**src/core/bus_buffer_pkg.sv**
```systemverilog
// Purpose: shared constants for the hot swap two-wire bus buffer
// Assumes: 40 MHz system clock
// Notes:   idle time is a typical figure, counted in whole cycles
package bus_buffer_pkg;
  localparam int  CLK_MHZ        = 40;
  // idle time before connecting, in microseconds
  localparam int  IDLE_TIME_US   = 95;
  localparam int  IDLE_CYCLES    = IDLE_TIME_US * CLK_MHZ;
  localparam int  CNT_W          = 13;
  // power-up lockout length in cycles
  localparam int  LOCKOUT_CYCLES = 16;
  localparam int  LOCK_W         = 5;
  // reset value of a two-wire line is released (high)
  localparam logic LINE_RST      = 1'b1;
  // position of each channel in a two-bit line vector
  localparam int  CH_CLK         = 0;
  localparam int  CH_DATA        = 1;
  localparam int  NUM_CH         = 2;
endpackage : bus_buffer_pkg

```
**src/core/buffer_channel.sv**
```systemverilog
// Purpose: one bidirectional open-drain buffer channel
// Assumes: line inputs synchronised, own pull echo already removed
// Notes:   the side that went low first keeps control until it lets go
`timescale 1ns/10ps
module buffer_channel (
  // clock and reset
  input  wire logic clk,
  input  wire logic sys_rst,
  // connection control
  input  wire logic connected,
  // synchronised line levels
  input  wire logic backIn,
  input  wire logic cardIn,
  // pull-down enables
  output logic      backPull,
  output logic      cardPull
);
  typedef enum logic [1:0] {IDLE, BACK_CTRL, CARD_CTRL} ctrl_t;
  ctrl_t ctrl;

  // own pull masked for the cycles before its echo is removed upstream
  logic backExt;
  logic cardExt;
  assign backExt = !backIn && !backPull;
  assign cardExt = !cardIn && !cardPull;

  // direction tracking; same response in both directions except a tie in IDLE, where back wins
  always_ff @(posedge clk or posedge sys_rst) begin
    if (sys_rst) begin
      ctrl <= IDLE;
    end else if (!connected) begin
      ctrl <= IDLE; // isolated, paths inactive
    end else begin
      case (ctrl)
        IDLE: begin
          if (backExt) ctrl <= BACK_CTRL;
          else if (cardExt) ctrl <= CARD_CTRL;
        end
        // release of the driver ends its control; the other side
        // taking over comes from its own external drive
        BACK_CTRL: begin
          if (backIn) ctrl <= cardExt ? CARD_CTRL : IDLE;
        end
        CARD_CTRL: begin
          if (cardIn) ctrl <= backExt ? BACK_CTRL : IDLE;
        end
        default: ctrl <= IDLE;
      endcase
    end
  end

  // drive the opposite side low while one side is held
  always_ff @(posedge clk or posedge sys_rst) begin
    if (sys_rst) begin
      backPull <= 1'b0;
      cardPull <= 1'b0;
    end else begin
      cardPull <= connected && (ctrl == BACK_CTRL) && !backIn;
      backPull <= connected && (ctrl == CARD_CTRL) && !cardIn;
    end
  end
endmodule : buffer_channel

```
**src/core/hot_swap_buffer.sv**
```systemverilog
// Purpose: hot swap two-wire bus buffer with connect qualification
// Assumes: one 40 MHz clock; pins are open-drain, high when released
// Notes:   synchronous model of an analog buffer, adds a few cycles
//          control passes only after the own pull has drained, so a
//          handover shows a short high pulse on the released side
`timescale 1ns/10ps
module hot_swap_buffer #(
  parameter int IDLE_CYCLES = bus_buffer_pkg::IDLE_CYCLES
) (
  // clock and reset
  input  wire logic       clk,
  input  wire logic       sys_rst,
  // enable pin
  input  wire logic       enable,
  // backplane side lines, bit 0 clock, bit 1 data
  input  wire logic [1:0] backLineIn,
  output logic      [1:0] backLineOut,
  output logic      [1:0] backLineOe,
  // card side lines
  input  wire logic [1:0] cardLineIn,
  output logic      [1:0] cardLineOut,
  output logic      [1:0] cardLineOe,
  // open-collector ready
  output logic            readyOut,
  output logic            readyOe
);
  typedef enum logic [1:0] {LOCKOUT, STANDBY, WAITING, LINKED} link_t;
  link_t linkState;

  // pin synchronisers, two flops each
  logic [1:0] backMeta;
  logic [1:0] backSync;
  logic [1:0] cardMeta;
  logic [1:0] cardSync;
  logic       enMeta;
  logic       enSync;
  // own pull as it comes back through the synchronisers
  logic [1:0] backEcho1;
  logic [1:0] backEcho2;
  logic [1:0] cardEcho1;
  logic [1:0] cardEcho2;
  // line levels with the device's own pull removed
  logic [1:0] backSeen;
  logic [1:0] cardSeen;
  // stop and idle qualification
  logic       prevBackData;
  logic [bus_buffer_pkg::CNT_W-1:0]  idleCnt;
  logic [bus_buffer_pkg::LOCK_W-1:0] lockCnt;
  logic       stopSeen;
  logic       allIdle;
  logic       idleDone;
  // channel pulls and link status
  logic [1:0] backPull;
  logic [1:0] cardPull;
  logic       connected;

  // a pair of lines is released when both read high
  function automatic logic lines_released(input logic [1:0] lines);
    return &lines;
  endfunction : lines_released

  // two-stage synchronisers on every pin input
  always_ff @(posedge clk or posedge sys_rst) begin
    if (sys_rst) begin
      backMeta <= {2{bus_buffer_pkg::LINE_RST}};
      backSync <= {2{bus_buffer_pkg::LINE_RST}};
      cardMeta <= {2{bus_buffer_pkg::LINE_RST}};
      cardSync <= {2{bus_buffer_pkg::LINE_RST}};
      enMeta   <= 1'b0;
      enSync   <= 1'b0;
    end else begin
      backMeta <= backLineIn;
      backSync <= backMeta;
      cardMeta <= cardLineIn;
      cardSync <= cardMeta;
      enMeta   <= enable;
      enSync   <= enMeta;
    end
  end

  // the own pull reaches the synchronised level three cycles after the
  // channel asks for it (pull, output flop, two sync flops); delaying
  // the output enables by two flops lines the echo up with it, so a
  // line held only by this device never reads as external drive
  always_ff @(posedge clk or posedge sys_rst) begin
    if (sys_rst) begin
      backEcho1 <= 2'h0;
      backEcho2 <= 2'h0;
      cardEcho1 <= 2'h0;
      cardEcho2 <= 2'h0;
    end else begin
      backEcho1 <= backLineOe;
      backEcho2 <= backEcho1;
      cardEcho1 <= cardLineOe;
      cardEcho2 <= cardEcho1;
    end
  end

  // hides external drive under the own pull; logic levels cannot tell
  // which side is lower while both are low, unlike a voltage compare
  assign backSeen = backSync | backEcho2;
  assign cardSeen = cardSync | cardEcho2;

  // data edge history for stop detection
  always_ff @(posedge clk or posedge sys_rst) begin
    if (sys_rst) prevBackData <= bus_buffer_pkg::LINE_RST;
    else         prevBackData <= backSync[bus_buffer_pkg::CH_DATA];
  end

  // stop: data rises while clock high, backplane only
  assign stopSeen = backSync[bus_buffer_pkg::CH_DATA] && !prevBackData
                    && backSync[bus_buffer_pkg::CH_CLK]
                    && lines_released(cardSync); // card idle
  // idle: all lines released; card lines included as stated
  assign allIdle  = lines_released(backSync) && lines_released(cardSync);
  assign idleDone = (idleCnt >= IDLE_CYCLES[bus_buffer_pkg::CNT_W-1:0] - 1'b1)
                    && allIdle;

  // idle time counted in clock cycles
  always_ff @(posedge clk or posedge sys_rst) begin
    if (sys_rst) begin
      idleCnt <= '0;
    end else if (linkState != WAITING || !allIdle) begin
      idleCnt <= '0;
    end else if (!idleDone) begin
      idleCnt <= idleCnt + 1'b1;
    end
  end

  // power-up lockout length
  always_ff @(posedge clk or posedge sys_rst) begin
    if (sys_rst) begin
      lockCnt <= '0;
    end else if (linkState == LOCKOUT) begin
      lockCnt <= lockCnt + 1'b1;
    end
  end

  // connection sequencing
  always_ff @(posedge clk or posedge sys_rst) begin
    if (sys_rst) begin
      linkState <= LOCKOUT;
    end else begin
      case (linkState)
        // bus activity ignored here
        LOCKOUT: begin
          if (lockCnt == bus_buffer_pkg::LOCK_W'(
                bus_buffer_pkg::LOCKOUT_CYCLES - 1))
            linkState <= STANDBY;
        end
        STANDBY: begin
          if (enSync) linkState <= WAITING;
        end
        // stay isolated until stop or idle
        WAITING: begin
          if (!enSync) linkState <= STANDBY;
          else if (stopSeen || idleDone) linkState <= LINKED;
        end
        // dropping enable isolates at once
        LINKED: begin
          if (!enSync) linkState <= STANDBY;
        end
        default: linkState <= LOCKOUT;
      endcase
    end
  end

  assign connected = (linkState == LINKED);

  // one identical channel per line
  for (genvar ch = 0; ch < bus_buffer_pkg::NUM_CH; ch++) begin : g_ch
    buffer_channel u_channel (
      .clk       (clk),
      .sys_rst   (sys_rst),
      .connected (connected),
      .backIn    (backSeen[ch]),
      .cardIn    (cardSeen[ch]),
      .backPull  (backPull[ch]),
      .cardPull  (cardPull[ch])
    );
  end

  // open-drain outputs: drive low only, enable high while pulling
  always_ff @(posedge clk or posedge sys_rst) begin
    if (sys_rst) begin
      backLineOut <= 2'h0;
      cardLineOut <= 2'h0;
    end else begin
      backLineOut <= 2'h0;
      cardLineOut <= 2'h0;
    end
  end

  // pull enables follow channels; extra register keeps outputs on flops
  always_ff @(posedge clk or posedge sys_rst) begin
    if (sys_rst) begin
      backLineOe <= 2'h0;
      cardLineOe <= 2'h0;
    end else begin
      backLineOe <= backPull;
      cardLineOe <= cardPull;
    end
  end

  // ready sinks until linked, then released to pull-up
  always_ff @(posedge clk or posedge sys_rst) begin
    if (sys_rst) begin
      readyOut <= 1'b0;
      readyOe  <= 1'b1;
    end else begin
      readyOut <= 1'b0;
      readyOe  <= !connected;
    end
  end
endmodule : hot_swap_buffer

```
**config.mk**
```make
export PLATFORM = sky130hd
export DESIGN_NAME = hot_swap_buffer
export DESIGN_NICKNAME = d
export VERILOG_FILES = /design/src/core/bus_buffer_pkg.sv /design/src/core/buffer_channel.sv /design/src/core/hot_swap_buffer.sv
export SDC_FILE = /design/constraint.sdc
export NUM_CORES = 1
export LEC_CHECK = 0
export BUFFER_PORTS_ARGS = -buffer_cell sky130_fd_sc_hd__buf_2
export CAP_MARGIN = 20
export CORE_MARGIN = 3
export CORE_UTILIZATION = 25
export DETAILED_ROUTE_END_ITERATION = 8
export SLEW_MARGIN = 30
export SYNTH_ARGS = -nofsm -noshare
export SYNTH_HDL_FRONTEND = slang
export SYNTH_SLANG_ARGS = --single-unit
```
**constraint.sdc**
```tcl
create_clock -name clk -period 2.1 [get_ports clk]
set_clock_uncertainty 0.1 [all_clocks]
set_input_delay 0.42 -clock clk [delete_from_list [all_inputs] [get_ports clk]]
set_output_delay 0.42 -clock clk [all_outputs]
set_load 0.05 [all_outputs]
```
==> results.yml, run 1 <==
outcome:
  status: "finished, final reports clean"
timing:
  finalWorstSetupSlack_ns: 0.375
  fin_crit_sh_pct: 82.2
  setup_viol_count_final: 0
  final.setup.tns_ns: 0
  rsz0062_at_grt: "false"
  period_needed_ns: 1.73
  finalMaxSlewViolations: 0
  max_freq_ghz: 0.580
  hold_viol_final: 0
setup_path:
  cp_max_fo: 5
  max_stage_delay_ns: 0.58
  cp.arrival_ns: 1.82
  crit_required_ns: 2.19
  crit_chain: "and4_1 -> nand2_1 -> o211ai_1 -> nor4_1 -> o21a_1"
  start_kind: "flop"
  critPathCaptureType: "flop"
  slowest_stage: "dfstp_2"
  crit_type: "reg2reg"
yosys:
  ys_warn_count: 0
  synth.distinct_cells: 49
  synth_area_per_cell_sq_um: 12.1
  synth_flop_cell: "dfrtp_1"
  ys_ff_latch: 52
  seq_area_frac_synth_pct: 59.0
  async_flop_share_pct: 100
  synth.area.top_cells: "dfrtp_1 (47%), dfstp_2 (12%), ha_1 (4.5%), nor2_1 (3.4%), xnor2_1 (2.4%)"
  synth_commonest_cells: "dfrtp_1 (42), nor2_1 (20), nand2_1 (13), dfstp_2 (10)"
  synthCells: 184
  synth_edf_count: 0
  synth_top_area_share_pct: 47.2
  yosysTopAreaCell: "dfrtp_1"
  yosysMostFrequentCell: "dfrtp_1"
  synthesis.area_sq_mm: 0.00223
clock_network:
  cts.sinks: 52
  root_buffer: "clkbuf_8"
  cts_buffers: 5
  clk_pin_slew_worst_paths_ns: 0.09
  tritoncts: "yes"
  clk_path_buf_depth: 2
  post_cts_buffers: 0
  insertion_delay_ns: 0.30
  ctsHtreeMaxLevel: 2
  cts-hold-fix-buffers: 0
  ctsResizeCount: 0
routing:
  drcViolationCount: 0
  first_pass_iters: 4
  vias: 1335
  finalWirelength_microns: 3460
  routedWlPerCell_microns: 11.4
  viasPerCell: 4.39
  first_iter_violations: 64
  final_antenna_net_count: 0
finish:
  largest_register_ffs: 13
  fillers: 893
  diodes: 0
  top_register: "idleCnt"
  ff_latch_area_sq_mm: 0.00131
  final_layout_size_suffix_gt1_share_pct: 20.1
  largestRegisters: "idleCnt x13, lockCnt x5, g_ch.u_channel.ctrl x4"
  layout.nets: 213
  area_growth_pct: 11.5
  multi_input_area_sq_um: 830
global_routing:
  grt_pass1_wl_microns: 6440
  grt_max_degree: 53
  antenna_found_initial: 0
  grt_use_total_pct: 7.85
  grt_pass1_vias: 1374
  overflow: 0
place:
  place_hpwl_microns: 2450
  place.gp.congestion: 0.841
  preCtsSetupSlack_ns: 0.362
  port_buffers: 11
floorplan:
  die-area_sq_mm: 0.0101
  ioPinCount: 17
  rows: 33
  core_area_sq_mm: 0.00842
  initial_core_util_pct: 26.4
  die_h_microns: 100
  die_w_microns: 100
job:
  maxCapViolCount: 0
min_path:
  hold_path.class: "in2async"
pwr:
  power_density_mw_per_mm2: 897
  ir_drop_uv: 348
  leakagePower_nw: 1.12
-- layout by cell type, fill, tap and decap left out, drive strengths merged, types with 3 or more instances in the layout --
cell type	Yosys	layout
a21oi	4	4
and3	5	5
buf	8	13
clkbuf	2	7
conb	1	5
dfrtp	42	42
dfstp	10	10
ha	8	8
inv	8	8
mux2i	4	4
nand2	14	14
nand2b	3	3
nand3	6	6
nor2	21	21
nor3	4	4
o211ai	3	3
o21ai	3	3
xnor2	6	6
xor2	6	6
-- layout make-up --
type | count | share of cell area (%)
tap | 105 | 5.29
multi-input combinational | 118 | 33.4
clock inverter | 1 | 0.353
sequential | 52 | 52.9
inverter | 8 | 1.21
timing repair buffer | 13 | 3.33
clock buffer | 7 | 3.48
-- layer usage --
layer | part of all wire [%] | vias up | track usage (%)
met4 | 1.2 | 0 | 3.11
met5 | 0 | - | 0
met1 | 50 | 649 | 10.8
met3 | 4.1 | 5 | 2.43
met2 | 45 | 29 | 11.6
li1 | - | 652 | -
-- cell families after synthesis --
logic type	count (synthesis)	share of synthesized area, %
compound gates	25	10.5
other cells	1	0.168
flops	52	59.0
mux	5	2.30
simple gates	63	14.4
fa+ha+maj	8	4.49
xor+xnor	12	4.72
buf+inv	18	4.44
-- critical path: cells and delay by family, from the launching register on --
| family | cells | cell delay (ns) |
|---|---|---|
| flops | 1 | 0.58 |
| simple gates | 3 | 0.52 |
| compound gates | 2 | 0.42 |
-- path summary, 6_finish.rpt --
path | endpoint | cells after the start | slack [ns] | startpoint
min | cardEcho1[0]$_DFF_PP0_ | 3 | 0.06 | sys_rst
max in group asynchronous | cardSync[1]$_DFF_PP1_ | 3 | 1.56 | sys_rst
min reg2reg | backEcho2[1]$_DFF_PP0_ | 0 | 0.25 | backEcho1[1]$_DFF_PP0_
max | idleCnt[11]$_DFFE_PP0P_ | 5 | 0.37 | backSync[1]$_DFF_PP1_
min in group clk | backMeta[1]$_DFF_PP1_ | 1 | 0.11 | backLineIn[1]
max reg2reg | idleCnt[11]$_DFFE_PP0P_ | 5 | 0.37 | backSync[1]$_DFF_PP1_
-- report_power, final --
part	internal (mW)	switching, mW	leakage [nW]
clock network	0.270	0.312	0.0484
logic	0.199	0.251	0.403
registers	1.12	0.0767	0.670
total	1.59	0.640	1.12
-- metrics by stage --
stage	power (mW)	hold WS [ns]	cell area, sq um	utilization, %	cells
floorplan	1.58	0.231	2240	-	188
global placement	1.66	0.231	2390	28.3	296
detailed placement	1.67	0.235	2390	28.3	296
CTS	2.27	0.0545	2480	29.5	304
global route	2.40	0.0638	2480	29.5	304
finish	2.23	0.0580	2480	29.5	304
Note: power is estimated with default switching activity, not from simulation.
==> inputs of run 2 (changes only) <==
==> constraint.sdc (replaced) <==
create_clock -name clk -period 1.55 [get_ports clk]
set_clock_uncertainty 0.1 [all_clocks]
set_input_delay 0.31 -clock clk [delete_from_list [all_inputs] [get_ports clk]]
set_output_delay 0.31 -clock clk [all_outputs]
set_load 0.05 [all_outputs]
==> run 2 against run 1 <==
Against the previous run: the run now ends with setup timing left; core utilization rose by 4.3 points; critical path depth is the same; combinational power increased by 90%; non-clock buffer count rose by 28; sequential power up 37%; sequential share of layout area fell by 6.6 points; total power up 46%; clock power up 34%; first-iteration DRC count down 4.7%; routed wire length rose by 20%; largest cell class unchanged; largest power group unchanged.
==> results.yml, run 2 (same netlist as run 1, synthesis figures left out) <==
outcome:
  status: "finished, violations left"
  violations: "setup timing"
clock_network:
  cts.sinks: 52
  clk_path_buf_depth: 2
  root_buffer: "clkbuf_8"
  cts_buffers: 5
  clk_pin_slew_worst_paths_ns: 0.09
  tritoncts: "yes"
  ctsHtreeMaxLevel: 2
  insertion_delay_ns: 0.30
floorplan:
  die_w_microns: 100
  core_area_sq_mm: 0.00842
  ioPinCount: 17
  die_h_microns: 100
  rows: 33
  initial_core_util_pct: 26.4
  die-area_sq_mm: 0.0101
setup_path:
  crit_chain: "and4_4 -> nand2_4 -> o211ai_1 -> nor4_1 -> o21a_1"
  rr_startpoint: "cardSync[0]$_DFF_PP1_"
  crit_type: "reg2reg"
  crit_required_ns: 1.64
  start_kind: "flop"
  timing.rr.end: "idleCnt[11]$_DFFE_PP0P_"
  slowest_stage: "dfstp_2"
  critPathCaptureType: "flop"
  rr_worst_depth: 5
  max_stage_delay_ns: 0.54
  cp.arrival_ns: 1.69
  r2r_slack_ns: -0.04
  cp_max_fo: 5
global_routing:
  grt_pass1_wl_microns: 7220
  grt_use_total_pct: 8.97
  overflow: 0
  antenna_found_initial: 0
  grt_max_degree: 53
  grt_pass1_vias: 1539
finish:
  largest_register_ffs: 13
  final_common_cell: "dfrtp_1"
  layout.nets: 241
  diodes: 0
  largestRegisters: "idleCnt x13, lockCnt x5, g_ch.u_channel.ctrl x4"
  area_growth_pct: 27.8
  final_layout_size_suffix_gt1_share_pct: 39.6
  fin_util_pct: 33.8
  final_cells: 332
  final_cell_mix: "dfrtp_1 (39), buf_4 (24), nor2_1 (19), nand2_1 (11), buf_2 (11)"
  final_area_sq_mm: 0.00285
  top_register: "idleCnt"
routing:
  routedWlPerCell_microns: 12.5
  drcViolationCount: 0
  vias: 1454
  viasPerCell: 4.38
  final_antenna_net_count: 0
  first_pass_iters: 4
  first_iter_violations: 61
  finalWirelength_microns: 4150
timing:
  setup_viol_count_final: 5
  period_needed_ns: 1.59
  finalWorstSetupSlack_ns: -0.0418
  hold_viol_final: 0
  max_freq_ghz: 0.628
  rsz0062_at_grt: "true"
  final.setup.tns_ns: -0.104
  fin_crit_sh_pct: 103
  finalMaxSlewViolations: 0
  whs_ns: 0.0118
place:
  place_hpwl_microns: 2760
  dp_cells: 315
  port_buffers: 11
  place_area_sq_mm: 0.00254
  place.gp.congestion: 0.851
job:
  maxCapViolCount: 0
min_path:
  hold_path.class: "in2reg"
  min_from: "enable"
  holdPathStages: 1
  min_to: "enMeta$_DFF_PP0_"
pwr:
  ir_drop_uv: 588
  power_density_mw_per_mm2: 1150
  leakagePower_nw: 1.27
==> run 2: what timing repair did <==
| item | in CTS | in global routing |
|---|---|---|
| buffers inserted | 0 | 4 |
| endpoints found under the setup margin | 6 | 18 |
| pin swaps | 6 | 19 |
| endpoints found under the hold margin | 46 | 0 |
| hold buffers | 5 | 0 |
| gates resized for setup | 9 | 22 |
==> run 2: area by class of cell <==
class	instances	area (sq um)
Clock inverter	2	10.0
Multi-Input combinational cell	118	965
Timing Repair Buffer	41	305
Sequential cell	52	1320
Fill cell	853	5580
Inverter	8	33.8
Clock buffer	6	82.6
Tap cell	105	131
==> run 2: layer usage <==
layer | vias to the layer above | GRT usage, % | wire length (microns)
met4 | 0 | 3.83 | 75
met3 | 7 | 2.36 | 117
met5 | - | 0 | 0
met2 | 17 | 14.5 | 2100
met1 | 725 | 11.3 | 1850
li1 | 705 | - | -
==> run 2: stage by stage <==
| step | setup slack [ns] | total power, mW |
|---|---|---|
| after floorplan | -0.00666 | 2.16 |
| after global placement | -0.0598 | 2.37 |
| after detailed placement | -0.0839 | 2.39 |
| after CTS | -0.0609 | 3.22 |
| after global routing | -0.127 | 3.48 |
| final | -0.0418 | 3.26 |
==> run 2: power by group <==
part	total (mW)	switching (mW)	internal (mW)	leakage, nW
clock	0.780	0.423	0.357	0.0510
sequential	1.63	0.109	1.52	0.665
combinational	0.854	0.427	0.427	0.550
==> run 2: critical path, delay by kind of cell, from the launching register on <==
kind / cells / cell delay (ns)
AO/OA/AOI/OAI: 2 / 0.40
flip-flops: 1 / 0.54
AND/OR/NAND/NOR: 3 / 0.44
==> run 2: how the worst max path moves through the flow <==
| stage | endpoint | slack [ns] | start |
|---|---|---|---|
| CTS | linkState[0]$_DFFE_PP0P_ | -0.06 | lockCnt[0]$_DFFE_PP0N_ |
| finish | idleCnt[11]$_DFFE_PP0P_ | -0.04 | cardSync[0]$_DFF_PP1_ |
| detailed placement | idleCnt[11]$_DFFE_PP0P_ | -0.08 | cardSync[0]$_DFF_PP1_ |
| global route | linkState[1]$_DFFE_PP0P_ | -0.13 | lockCnt[0]$_DFFE_PP0N_ |
| floorplan | idleCnt[11]$_DFFE_PP0P_ | -0.007 | backSync[1]$_DFF_PP1_ |
| global placement | idleCnt[11]$_DFFE_PP0P_ | -0.06 | cardSync[0]$_DFF_PP1_ |
